File: src/verilog/swdc_pkg.sv
package swdc_pkg;
    localparam logic [4:0] CAUSE_MISS = 5'h12;
    localparam logic [4:0] CAUSE_ZONE = 5'h10;
    localparam logic [4:0] CAUSE_ALIGN = 5'h01;
    localparam logic [4:0] CAUSE_PRIV = 5'h07;
    localparam int LINE_LSB = 4;
    localparam logic [31:0] LINE_MASK = 32'hffff_fff0;
    localparam logic [1:0] ALIGN_MASK = 2'h0;

    typedef enum logic [2:0] {
        SWDC_NOP,
        SWDC_STORE_RR,
        SWDC_STORE_IMM,
        SWDC_STORE_COND,
        SWDC_TAG_WRITE
    } swdc_op_e;

    typedef struct packed {
        swdc_op_e op;
        logic flush;
        logic match;
        logic prefix_valid;
        logic [15:0] prefix_hi;
        logic [15:0] imm;
        logic [31:0] ra;
        logic [31:0] rb;
        logic [31:0] rd;
        logic [4:0] rd_idx;
    } swdc_req_s;

    typedef struct packed {
        logic [4:0] cause;
        logic store;
        logic word;
        logic zone_fault_flag;
        logic [4:0] rx;
    } swdc_esr_s;
endpackage : swdc_pkg

File: src/verilog/swdc_store_unit.sv
// The implementer's own choices: the strobed register port.
module swdc_store_unit #(
    parameter bit AREA_OPT = 1'b0,
    parameter bit COPY_BACK = 1'b1,
    parameter bit PERIPH_EXCL = 1'b0,
    parameter bit CACHE_EXCL = 1'b0,
    parameter bit TRANSLATION = 1'b1
) (
    input wire logic ref_clk,
    input wire logic sys_rst,
    input wire logic req_valid,
    input wire swdc_pkg::swdc_req_s req,
    output logic req_ready,
    output logic done,
    input wire logic reserving_load,
    input wire logic user_mode_bit,
    input wire logic virtual_mode_bit,
    input wire logic xlate_miss,
    input wire logic zone_read_only,
    input wire logic zone_no_access,
    input wire logic addr_is_cache,
    output logic [31:0] chk_addr,
    output logic mode_wr,
    output logic saved_user_mode,
    output logic saved_virtual_mode,
    output logic esr_wr,
    output swdc_pkg::swdc_esr_s exception_status_reg,
    output logic carry_wr,
    output logic carry,
    output logic mem_req,
    output logic mem_excl,
    output logic [31:0] mem_addr,
    output logic [31:0] mem_data,
    input wire logic mem_ack,
    input wire logic mem_exokay,
    output logic dc_req,
    output logic dc_flush,
    output logic dc_match,
    output logic [31:0] dc_line_addr,
    input wire logic dc_done,
    output logic reservation
);
    // ------------------------------------------------------------
    // Operand decode
    // ------------------------------------------------------------
    typedef enum logic [2:0] {
        ST_IDLE,
        ST_WAIT,
        ST_MEM,
        ST_DC,
        ST_DONE
    } swdc_state_e;

    swdc_state_e state_ff;
    swdc_pkg::swdc_req_s req_ff;
    logic reservation_ff;
    logic [31:0] imm32;
    logic [31:0] eff_addr;
    logic is_store;
    logic miss_hit;
    logic zone_hit;
    logic align_hit;
    logic priv_hit;
    logic excl_used;
    logic dc_pending_ff;

    // Prefix supplies the upper half, else sign-extend
    always_comb
    begin
        if (req_ff.prefix_valid)
            imm32 = {req_ff.prefix_hi, req_ff.imm};
        else
            imm32 = {{16{req_ff.imm[15]}}, req_ff.imm};
    end

    // Address per form; write-through tag write ignores rB
    always_comb
    begin
        unique case (req_ff.op)
            swdc_pkg::SWDC_STORE_IMM: eff_addr = req_ff.ra + imm32;
            swdc_pkg::SWDC_TAG_WRITE:
                eff_addr = COPY_BACK ? req_ff.ra + req_ff.rb
                                     : req_ff.ra;
            default: eff_addr = req_ff.ra + req_ff.rb;
        endcase
    end

    assign chk_addr = eff_addr;
    assign is_store = req_ff.op == swdc_pkg::SWDC_STORE_RR
        || req_ff.op == swdc_pkg::SWDC_STORE_IMM;
    // ------------------------------------------------------------
    // Exception checks, in priority order
    // ------------------------------------------------------------
    assign miss_hit = virtual_mode_bit && xlate_miss;
    // No-access only counts in user mode
    assign zone_hit = virtual_mode_bit && !miss_hit
        && (zone_read_only || (zone_no_access && user_mode_bit));
    assign align_hit = is_store && !miss_hit && !zone_hit
        && (eff_addr[1:0] != swdc_pkg::ALIGN_MASK);
    assign priv_hit = TRANSLATION && user_mode_bit;
    // Exclusive use chosen per port
    assign excl_used = addr_is_cache ? CACHE_EXCL : PERIPH_EXCL;

    // ------------------------------------------------------------
    // Sequencer
    // ------------------------------------------------------------
    logic go;
    logic dc_quick;
    assign go = state_ff == ST_WAIT || (state_ff == ST_IDLE && !AREA_OPT
        && req_ff.op != swdc_pkg::SWDC_NOP);
    assign req_ready = state_ff == ST_IDLE && req_ff.op == swdc_pkg::SWDC_NOP;
    // Clear and flush finish on the cache answer, plain tag writes one later.
    // Limitation: the area option still puts its wait cycle in front.
    assign dc_quick = req_ff.flush || req_ff.match;

    // Request capture; one request in flight at a time
    always_ff @(posedge ref_clk)
    begin
        if (sys_rst)
            req_ff <= '0;
        else if (req_valid && req_ready)
            req_ff <= req;
        else if (done)
            req_ff <= '0;
    end

    // State register; the extra area cycle is ST_WAIT
    always_ff @(posedge ref_clk)
    begin
        if (sys_rst)
            state_ff <= ST_IDLE;
        else
        begin
            unique case (state_ff)
                ST_IDLE:
                    if (req_ff.op != swdc_pkg::SWDC_NOP)
                        state_ff <= AREA_OPT ? ST_WAIT : ST_IDLE;
                    else
                        state_ff <= ST_IDLE;
                ST_WAIT:
                    state_ff <= ST_IDLE;
                ST_MEM:
                    if (mem_ack)
                        state_ff <= ST_IDLE;
                ST_DC:
                    if (dc_done)
                        state_ff <= dc_quick ? ST_IDLE : ST_DONE;
                ST_DONE:
                    state_ff <= ST_IDLE;
            endcase
            if (go && req_ff.op == swdc_pkg::SWDC_STORE_COND && reservation_ff
                && !miss_hit && !zone_hit && excl_used)
                state_ff <= ST_MEM;
            if (go && req_ff.op == swdc_pkg::SWDC_TAG_WRITE && !priv_hit)
                state_ff <= ST_DC;
        end
    end

    // Completion pulse
    always_comb
    begin
        done = 1'b0;
        if (go && !(req_ff.op == swdc_pkg::SWDC_TAG_WRITE && !priv_hit)
            && !(req_ff.op == swdc_pkg::SWDC_STORE_COND && reservation_ff
                 && !miss_hit && !zone_hit && excl_used))
            done = 1'b1;
        if (state_ff == ST_MEM && mem_ack)
            done = 1'b1;
        if (state_ff == ST_DC && dc_done && dc_quick)
            done = 1'b1;
        if (state_ff == ST_DONE)
            done = 1'b1;
    end

    // ------------------------------------------------------------
    // Reservation bit
    // ------------------------------------------------------------
    // Load sets; a conditional store past checks clears. Set wins.
    always_ff @(posedge ref_clk)
    begin
        if (sys_rst)
            reservation_ff <= 1'b0;
        else if (reserving_load)
            reservation_ff <= 1'b1;
        else if (go && req_ff.op == swdc_pkg::SWDC_STORE_COND
                 && !miss_hit && !zone_hit)
            reservation_ff <= 1'b0;
    end
    assign reservation = reservation_ff;

    // ------------------------------------------------------------
    // Status and exception outputs
    // ------------------------------------------------------------
    // Registered outputs update once, in the finishing cycle
    always_ff @(posedge ref_clk)
    begin
        if (sys_rst)
        begin
            mode_wr <= 1'b0;
            saved_user_mode <= 1'b0;
            saved_virtual_mode <= 1'b0;
            esr_wr <= 1'b0;
            exception_status_reg <= '0;
            carry_wr <= 1'b0;
            carry <= 1'b0;
        end
        else
        begin
            mode_wr <= 1'b0;
            esr_wr <= 1'b0;
            carry_wr <= 1'b0;
            if (go && req_ff.op == swdc_pkg::SWDC_TAG_WRITE && priv_hit)
            begin
                esr_wr <= 1'b1;
                exception_status_reg <= '{swdc_pkg::CAUSE_PRIV, 1'b0, 1'b0, 1'b0, 5'h00};
            end
            else if (go && req_ff.op == swdc_pkg::SWDC_STORE_COND
                     && !reservation_ff)
            begin
                carry_wr <= 1'b1;
                carry <= 1'b1;
            end
            else if (go && req_ff.op != swdc_pkg::SWDC_TAG_WRITE
                     && (miss_hit || zone_hit))
            begin
                // Save modes, core clears live bits on mode_wr
                mode_wr <= 1'b1;
                saved_user_mode <= user_mode_bit;
                saved_virtual_mode <= virtual_mode_bit;
                esr_wr <= 1'b1;
                exception_status_reg <= '{miss_hit ? swdc_pkg::CAUSE_MISS : swdc_pkg::CAUSE_ZONE,
                         1'b1, 1'b0, zone_hit && zone_no_access
                         && user_mode_bit, 5'h00};
            end
            else if (go && align_hit)
            begin
                esr_wr <= 1'b1;
                exception_status_reg <= '{swdc_pkg::CAUSE_ALIGN, 1'b1, 1'b1, 1'b0,
                         req_ff.rd_idx};
            end
            else if (go && req_ff.op == swdc_pkg::SWDC_STORE_COND && !excl_used)
            begin
                carry_wr <= 1'b1;
                carry <= 1'b0;
            end
            else if (state_ff == ST_MEM && mem_ack)
            begin
                carry_wr <= 1'b1;
                carry <= !mem_exokay;
            end
        end
    end

    // ------------------------------------------------------------
    // Memory and cache requests
    // ------------------------------------------------------------
    // Plain stores and reserved conditional stores write at once; mem_excl marks exclusive ones
    always_ff @(posedge ref_clk)
    begin
        if (sys_rst)
        begin
            mem_req <= 1'b0;
            mem_excl <= 1'b0;
            mem_addr <= '0;
            mem_data <= '0;
        end
        else
        begin
            mem_req <= 1'b0;
            mem_excl <= 1'b0;
            if (go && !miss_hit && !zone_hit && !align_hit
                && (is_store || (req_ff.op == swdc_pkg::SWDC_STORE_COND
                                 && reservation_ff)))
            begin
                mem_req <= 1'b1;
                mem_excl <= req_ff.op == swdc_pkg::SWDC_STORE_COND
                    && excl_used;
                mem_addr <= eff_addr;
                mem_data <= req_ff.rd;
            end
        end
    end

    // Tag write request held until the cache reports done
    always_ff @(posedge ref_clk)
    begin
        if (sys_rst)
        begin
            dc_pending_ff <= 1'b0;
            dc_flush <= 1'b0;
            dc_match <= 1'b0;
            dc_line_addr <= '0;
        end
        else if (go && req_ff.op == swdc_pkg::SWDC_TAG_WRITE && !priv_hit)
        begin
            dc_pending_ff <= 1'b1;
            dc_flush <= COPY_BACK && req_ff.flush;
            dc_match <= COPY_BACK && req_ff.match;
            dc_line_addr <= eff_addr & swdc_pkg::LINE_MASK;
        end
        else if (dc_done)
            dc_pending_ff <= 1'b0;
    end
    assign dc_req = dc_pending_ff;

    // ------------------------------------------------------------
    // Checks
    // ------------------------------------------------------------
    miss_priority_a: assert property (
        @(posedge ref_clk) disable iff (sys_rst)
        go && is_store && virtual_mode_bit && xlate_miss
        |=> esr_wr && exception_status_reg.cause == swdc_pkg::CAUSE_MISS && !mem_req)
        else $error("miss not reported first");
    zone_cause_a: assert property (
        @(posedge ref_clk) disable iff (sys_rst)
        go && is_store && zone_hit
        |=> mode_wr && exception_status_reg.cause == swdc_pkg::CAUSE_ZONE)
        else $error("zone fault not reported");
    zone_flag_a: assert property (
        @(posedge ref_clk) disable iff (sys_rst)
        go && is_store && zone_hit && !user_mode_bit
        |=> esr_wr && !exception_status_reg.zone_fault_flag)
        else $error("no-access flag set in privileged mode");
    mode_save_a: assert property (
        @(posedge ref_clk) disable iff (sys_rst)
        go && is_store && miss_hit |=> saved_virtual_mode)
        else $error("virtual mode not saved");
    align_fault_a: assert property (
        @(posedge ref_clk) disable iff (sys_rst)
        go && align_hit |=> exception_status_reg.word && exception_status_reg.store && !mem_req)
        else $error("misaligned store not trapped");
    cond_no_align_a: assert property (
        @(posedge ref_clk) disable iff (sys_rst)
        go && req_ff.op == swdc_pkg::SWDC_STORE_COND
        |=> !(esr_wr && exception_status_reg.cause == swdc_pkg::CAUSE_ALIGN))
        else $error("conditional store raised misalignment");
    no_resv_carry_a: assert property (
        @(posedge ref_clk) disable iff (sys_rst)
        go && req_ff.op == swdc_pkg::SWDC_STORE_COND && !reservation_ff
        |=> carry_wr && carry && !mem_req)
        else $error("failed conditional store wrote");
    resv_clear_a: assert property (
        @(posedge ref_clk) disable iff (sys_rst)
        go && req_ff.op == swdc_pkg::SWDC_STORE_COND && !miss_hit
        && !zone_hit && !reserving_load |=> !reservation_ff)
        else $error("reservation left set");
    local_commit_a: assert property (
        @(posedge ref_clk) disable iff (sys_rst)
        go && req_ff.op == swdc_pkg::SWDC_STORE_COND && reservation_ff
        && !miss_hit && !zone_hit && !excl_used
        |=> mem_req && !mem_excl && carry_wr && !carry)
        else $error("reserved conditional store did not commit");
    excl_commit_a: assert property (
        @(posedge ref_clk) disable iff (sys_rst)
        state_ff == ST_MEM && mem_ack
        |=> carry_wr && carry == !$past(mem_exokay))
        else $error("exclusive answer not reflected in carry");
    store_latency_a: assert property (
        @(posedge ref_clk) disable iff (sys_rst)
        state_ff == ST_IDLE && is_store |-> AREA_OPT || done)
        else $error("store latency wrong");
    area_latency_a: assert property (
        @(posedge ref_clk) disable iff (sys_rst)
        state_ff == ST_IDLE && is_store && AREA_OPT |=> done)
        else $error("area store latency wrong");
    tag_latency_a: assert property (
        @(posedge ref_clk) disable iff (sys_rst)
        state_ff == ST_DC && dc_done && !dc_quick |=> done)
        else $error("plain tag write finish cycle wrong");
    priv_trap_a: assert property (
        @(posedge ref_clk) disable iff (sys_rst)
        go && req_ff.op == swdc_pkg::SWDC_TAG_WRITE && priv_hit
        |=> esr_wr && exception_status_reg.cause == swdc_pkg::CAUSE_PRIV && !dc_req)
        else $error("user tag write not trapped");
    wt_addr_a: assert property (
        @(posedge ref_clk) disable iff (sys_rst)
        go && req_ff.op == swdc_pkg::SWDC_TAG_WRITE && !COPY_BACK
        |-> eff_addr == req_ff.ra)
        else $error("write-through line address used rB");
    store_cov: cover property (@(posedge ref_clk) mem_req && !mem_excl);
    cond_cov: cover property (@(posedge ref_clk) carry_wr && !carry);
    dc_cov: cover property (@(posedge ref_clk) dc_req && dc_flush);
    fault_cov: cover property (@(posedge ref_clk) mode_wr);
    excl_cov: cover property (@(posedge ref_clk) state_ff == ST_MEM && mem_ack);
endmodule : swdc_store_unit
File: config.mk
export PLATFORM = sky130hd
export DESIGN_NAME = swdc_store_unit
export DESIGN_NICKNAME = d
export VERILOG_FILES = /design/src/verilog/swdc_pkg.sv /design/src/verilog/swdc_store_unit.sv
export SDC_FILE = /design/constraint.sdc
export NUM_CORES = 1
export LEC_CHECK = 0
export ABC_AREA = 1
export BUFFER_PORTS_ARGS = -buffer_cell sky130_fd_sc_hd__buf_2
export CELL_PAD_IN_SITES_DETAIL_PLACEMENT = 0
export CELL_PAD_IN_SITES_GLOBAL_PLACEMENT = 1
export CORE_MARGIN = 5
export CORE_UTILIZATION = 40
export CTS_CLUSTER_SIZE = 30
export DETAILED_ROUTE_END_ITERATION = 8
export PLACE_DENSITY = 0.91
export SETUP_SLACK_MARGIN = 0.4
export SYNTH_ARGS = -nofsm -noshare
export SYNTH_HDL_FRONTEND = slang
export SYNTH_SLANG_ARGS = --single-unit
File: constraint.sdc
create_clock -name ref_clk -period 4.3 [get_ports ref_clk]
set_input_delay 0.215 -clock ref_clk [delete_from_list [all_inputs] [get_ports ref_clk]]
set_output_delay 0.215 -clock ref_clk [all_outputs]
set_load 0.005 [all_outputs]
==> impl_metrics.csv, run 1 <==
group,metric,value,unit
run,max_cap_violations,0,
critical_path,critPathRequiredTime,4.09,ns
pwr,clkPwrFrac,40.0,%
cts,cts_made_buffers,28,
final_layout,top_register,"req_ff",
synthesis,synthDistinctLibCells,33,
final_layout,register_area,5120,um^2
synthesis,netlist_instances,1842,
synthesis,avgSynthCellArea,6.60,um^2
final_layout,largest_reg_flops,139,
global_routing,track_usage,22.8,%
pwr,p_seq_share,40.7,%
pwr,cellPowerDensity,393,nW/um^2
global_routing,overflow,0,
cts,cts_tree,"built",
synthesis,synth.top_cell.area_share,42.1,%
pwr,power.share.combinational,19.4,%
global_routing,antenna_found_initial,2,
place,io_buffers,297,
floorplanning,dieHeight,184,um
final_layout,fillCellCount,2887,
floorplanning,coreArea,29800,um^2
critical_path,crit_path_max_fanout,32,
place,dp.cells,2459,
pwr,p_leak,8.29,nW
floorplanning,start_util,40.8,%
timing,post-route-min-period,3.68,ns
synthesis,yosysSeqAreaShare,42.1,%
timing,worst_pin_slew,0.814,ns
critical_path,path_class,"reg -> out",
synthesis,synth.area.top_cells,"dfxtp_1 42%, nand2_1 20%, a21oi_1 7.9%",
synthesis,yosys_warnings,0,
pwr,p_switching,0.00188,W
drt,drc,0,
critical_path,critPathSlowestCell,"ha_2",
cts,cts_buffer_depth,3,
floorplanning,die_w,184,um
timing,hold_violations,0,
critical_path,crit_chain,"inv_1, nor2_1, nand2_2, buf_6, nand2_1, nand2_1, ha_2, nand2_1, nor2_2, inv_1, o21bai_1, nand2_1, nand3_1, nand2_1, nand2_1, buf_2",
timing,finalCritPeriodShare,85.7,%
pwr,ir_drop,0.305,mV
critical_path,crit_family,"simple AND/OR/NAND/NOR gates",
timing,slew_headroom,45.4,%
timing,final.setup.tns,0,ns
drt,drt_iter0_markers,851,
synthesis,synth-seq-cells,256,
global_routing,grt_first_pass_wirelength,63600,um
drt,ant_nets,0,
final_layout,drive_above_1_share,16.9,%
final_layout,largestRegisters,"req_ff x139, mem_addr x32, mem_data x32",
cts,cts_sinks,256,
critical_path,slowest_delay,0.44,ns
cts,htree_levels,1,
final_layout,areaGrowthSynthToFinish,34.4,%
final_layout,multiInputGateArea,5930,um^2
timing,hold_slack,0.0189,ns
critical_path,crit_buf_inv,4,
cts,root_buffer,"clkbuf_16",
pwr,p_int,0.00455,W
final_layout,nNetsFinal,2429,
critical_path,arrival,3.47,ns
place,finalWeightedCongestion,0.914,
timing,setup_viol,0,
cts,cts.clk_slew.worst_paths,0.06,ns
timing,slew_viol_final,0,
timing,fmax,272,MHz
min_path,hold_class,"in -> reg",
floorplanning,rows,63,
synthesis,yosys.area.top_type,"dfxtp_1",
cts,clock_latency,0.56,ns
status,status,"finished, final reports clean",
place,place_hpwl,28700,um
floorplanning,die_area,34000,um^2
pwr,swShare,29.2,%
drt,via_per_inst,4.83,
drt,wl_per_cell,15.3,um
drt,first_pass_iters,7,
cts,cts_setup_buffers,0,
drt,dr_total_vias,12800,
critical_path,start_kind,"flip-flop",
final_layout,fin_cells,2654,
floorplanning,num_io_pins,307,
timing,skew,0.0221,ns
global_routing,first_global_vias,12200,
critical_path,worst_setup_path_end_kind,"output pin",
critical_path,crit_top_cell,"nand2_1",
global_routing,grt_max_degree,112,
drt,drt_wl_total,40600,um
pwr,fin_total_pwr,0.00643,W
synthesis,syn_area,12200,um^2
timing,rsz0062_at_grt,"true",
layer usage:
layer	vias to the layer above	routed length, um	track usage, %
met5	-	0	0
met4	0	1640	7.60
met3	95	2660	3.67
met2	460	18200	37.0
met1	5742	18200	31.1
li1	6515	-	-
through the flow:
| step | instance area (um^2) | utilization [%] | setup WS, ns |
|---|---|---|---|
| 2_1_floorplan | 12200 | - | 1.46 |
| 3_5_place_dp | 13800 | 46.3 | 0.874 |
| 3_3_place_gp | 13800 | 46.3 | 0.928 |
| 4_1_cts | 16200 | 54.5 | 0.454 |
| 6_report | 16300 | 54.8 | 0.617 |
| 5_1_grt | 16300 | 54.8 | 0.382 |
cells in the final DEF, fill, tap and decap left out, types with 8 or more instances in the layout:
cell type and instances:
nand3_1 67, ha_1 33, nand2_1 652, dlygate4sd3_1 143, a21oi_1 191, o21ai_1 20
dfxtp_1 256, inv_1 189, o21ai_0 38, o31ai_1 10, nor2_1 238, buf_2 296
clkbuf_16 28, buf_4 14, xor2_1 8
layout make-up:
type / instances / area share, %
multi-input cells: 1307 / 36.3
flip-flops and latches: 256 / 31.4
diodes: 2 / 0.0306
clock inverters: 17 / 1.53
well taps: 390 / 2.99
repair buffers: 456 / 18.7
inverters: 193 / 4.45
clock buffers: 33 / 4.59
final timing paths:
check	slack, ns	startpoint	endpoint	cells past startpoint
worst max-delay path	0.62	req_ff[137]$_SDFFE_PP0P_	chk_addr[24]	16
worst min-delay path	0.02	virtual_mode_bit	exception_status_reg[9]$_SDFFE_PP0P_	3
worst max register to register	0.92	req_ff[137]$_SDFFE_PP0P_	mem_data[22]$_SDFFE_PP0P_	15
worst min register to register	0.46	req_ff[15]$_SDFFE_PP0P_	req_ff[15]$_SDFFE_PP0P_	2
power groups by stage:
stage	clock (W)	combinational (W)	sequential, W
finish	0.00257	0.00124	0.00261
global route	0.00272	0.00138	0.00263
CTS	0.00262	0.00123	0.00261
detailed placement	0	0.00112	0.00266
global placement	0	0.00111	0.00266
floorplan	0	0.000724	0.00265
worst register-to-register path, delay by kind of cell (launching register included):
| family | cells | cell delay (ns) |
|---|---|---|
| AND/OR/NAND/NOR | 8 | 0.94 |
| flip-flops | 1 | 0.39 |
| AO/OA/AOI/OAI | 1 | 0.17 |
| buffers and inverters | 4 | 1.11 |
| adder cells (fa/ha/maj) | 2 | 0.72 |
kinds of logic (layout without fill, tap and decap cells):
group	count (synthesis)	in the layout	synth area share (%)
and+or+nand+nor	977	977	31.2
buffers and inverters	284	699	10.0
AOI/OAI and AO/OA	274	274	11.8
DFF	256	256	42.1
adders and majority gates	35	35	3.66
xor gates and xnor gates	15	15	1.08
other	1	8	0.0308
Yosys cell counts:
library cell / instances
nand2_1: 654
dfxtp_1: 256
nor2_1: 240
a21oi_1: 191
inv_1: 189
nand3_1: 67
o21ai_0: 38
clkbuf_1: 35
ha_1: 34
buf_2: 31
o21ai_1: 20
o31ai_1: 15
buf_6: 12
xor2_1: 12
buf_4: 7
buf_1: 6
nand4_1: 5
inv_2: 4
nor3_1: 4
o21bai_1: 4
xnor2_1: 3
and2_1: 2
nand3b_1: 2
o211ai_1: 2
a211oi_1: 1
a21o_1: 1
a31oi_1: 1
conb_1: 1
fa_1: 1
nor2_2: 1
nor3_2: 1
nor4_1: 1
o221ai_2: 1
what timing repair did:
item,4_1_cts,5_1_grt
hold buffers,143,0
resized for setup,1,16
endpoints found under the hold margin,145,0
setup endpoints to repair,1,21
pin swaps,0,0
No activity file was read; power rests on OpenSTA's default activity.
==> run 2: changes to the inputs <==
CORE_UTILIZATION = 30   (was 40)
PLACE_DENSITY = 0.72   (was 0.91)
==> run 2 against run 1 <==
Compared with the run above: clock skew decreased by 0.0063 ns; setup slack improved by 0.029 ns; first-iteration DRC count decreased by 3.4%; global-route usage decreased by 4.0 points; critical path type unchanged; critical endpoint is now chk_addr[31]; largest power group is now clock.
==> impl_metrics.csv, run 2 (synthesis results as in run 1) <==
group,metric,value,unit
cts,cts_made_buffers,30,
floorplanning,rows,73,
cts,clock_latency,0.58,ns
cts,htree_levels,1,
critical_path,crit_path_max_fanout,46,
min_path,min_from,"zone_no_access",
floorplanning,start_util,30.5,%
timing,hold_violations,0,
pwr,p_leak,8.35,nW
final_layout,top_register,"req_ff",
place,finalWeightedCongestion,0.897,
global_routing,overflow,0,
critical_path,r2r-start,"req_ff[137]$_SDFFE_PP0P_",
critical_path,r2r_end,"exception_status_reg[5]$_SDFFE_PP0P_",
place,dp_slack,0.903,ns
critical_path,arrival,3.44,ns
floorplanning,coreArea,39900,um^2
critical_path,critPathRequiredTime,4.09,ns
drt,via_per_inst,4.54,
timing,rsz0062_at_grt,"true",
cts,root_buffer,"clkbuf_16",
pwr,cellPowerDensity,399,nW/um^2
critical_path,worst_setup_path_end_kind,"output pin",
timing,skew,0.0158,ns
timing,final.setup.tns,0,ns
drt,drt_iter0_markers,822,
global_routing,first_global_vias,12100,
final_layout,nNetsFinal,2434,
min_path,hold_class,"in -> reg",
timing,finalCritPeriodShare,85.0,%
final_layout,largestRegisters,"req_ff x139, mem_addr x32, mem_data x32",
critical_path,start_kind,"flip-flop",
final_layout,areaGrowthSynthToFinish,36.6,%
status,status,"finished, final reports clean",
cts,cts.clk_slew.worst_paths,0.06,ns
min_path,hold_depth,5,
floorplanning,num_io_pins,307,
drt,drt_wl_total,43900,um
drt,first_pass_iters,5,
drt,wl_per_cell,15.7,um
timing,setup_viol,0,
timing,hold_slack,0.0548,ns
global_routing,track_usage,18.9,%
cts,cts_sinks,256,
cts,cts_tree,"built",
critical_path,r2r_cells,15,
place,io_buffers,297,
final_layout,largest_reg_flops,139,
pwr,ir_drop,0.331,mV
critical_path,path_class,"reg -> out",
final_layout,fin_area,16600,um^2
cts,cts_setup_buffers,0,
place,place_hpwl,31700,um
drt,dr_total_vias,12700,
global_routing,grt_first_pass_wirelength,67500,um
timing,worst_pin_slew,0.977,ns
timing,final.setup.worst_slack,0.646,ns
floorplanning,dieHeight,211,um
cts,cts_buffer_depth,3,
global_routing,antenna_found_initial,5,
run,max_cap_violations,0,
min_path,holdPathEnd,"exception_status_reg[5]$_SDFFE_PP0P_",
final_layout,final_cell_mix,"653 x nand2_1, 296 x buf_2, 256 x dfxtp_1",
timing,post-route-min-period,3.65,ns
timing,slew_headroom,34.4,%
drt,ant_nets,0,
timing,fmax,274,MHz
final_layout,final_common_cell,"nand2_1",
place,dpl_cell_area,14000,um^2
global_routing,grt_max_degree,116,
final_layout,drive_above_1_share,17.0,%
floorplanning,die_area,44700,um^2
critical_path,rrSetupSlack,0.88,ns
drt,drc,0,
final_layout,fin_util,41.6,%
timing,slew_viol_final,0,
floorplanning,die_w,211,um
-- run 2: cell types whose count changed in the layout (fill, tap and decap cells not counted), sizes merged --
cell,before,now
buf,313,314
clkbuf,33,41
clkinv,8,7
dlygate4sd3,143,145
inv,194,193
-- run 2: report_power, final --
| part | internal [W] | switching, W |
|---|---|---|
| clock network | 0.00169 | 0.00107 |
| registers | 0.00253 | 0.0000824 |
| logic | 0.000471 | 0.000790 |
-- run 2: timing repair --
| action | CTS | global route |
|---|---|---|
| resized for setup | 1 | 12 |
| endpoints found under the hold margin | 148 | 0 |
| setup endpoints to repair | 1 | 17 |
| gates cloned | 0 | 0 |
| hold buffers | 145 | 0 |
-- run 2: layout make-up --
class | count | area, um^2
diodes | 2 | 5.00
fillers | 4215 | 23300
clock inverters | 15 | 236
repair buffers | 459 | 3100
flip-flops and latches | 256 | 5120
inverters | 193 | 727
multi-input cells | 1307 | 5910
clock buffers | 41 | 852
well taps | 525 | 657
-- run 2: layer usage --
metal	track usage (%)	up-vias	share of wire, %
met4	6.09	6	3.5
met5	0	-	0.080
li1	-	6521	-
met1	25.8	5761	46
met3	3.26	87	5.2
met2	30.4	317	46
-- run 2: worst max-delay path by stage --
stage                        startpoint                              endpoint  slack, ns  cells after the start
2_1_floorplan  req_ff[136]$_SDFFE_PP0P_             mem_addr[10]$_SDFFE_PP0P_       1.46                     16
3_3_place_gp   req_ff[138]$_SDFFE_PP0P_  exception_status_reg[5]$_SDFFE_PP0P_       0.96                     14
3_5_place_dp   req_ff[137]$_SDFFE_PP0P_  exception_status_reg[5]$_SDFFE_PP0P_       0.90                     15
4_1_cts        req_ff[137]$_SDFFE_PP0P_                          chk_addr[15]       0.50                     14
5_1_grt        req_ff[137]$_SDFFE_PP0P_                          chk_addr[31]       0.36                     17
6_report       req_ff[137]$_SDFFE_PP0P_                          chk_addr[31]       0.65                     16
-- run 2: through the flow --
step	total power (W)	instances
after floorplan	0.00337	1847
after global placement	0.00381	2595
after detailed placement	0.00382	2595
after CTS	0.00671	2796
after global routing	0.00697	2798
final	0.00663	2798
-- run 2: worst max-delay path, stage by stage (launching register included) --
cell and delay, ns:
dfxtp_1 0.39, inv_1 0.08, nor2_1 0.09, nand2_1 0.08, buf_6 0.22, o31ai_1 0.44
ha_1 0.41, nand2_1 0.16, inv_1 0.05, nand2_1 0.06, nand2_1 0.07, nand2_1 0.07
nand2_1 0.06, a21oi_1 0.24, nand3_1 0.17, nand2_1 0.12, buf_2 0.12
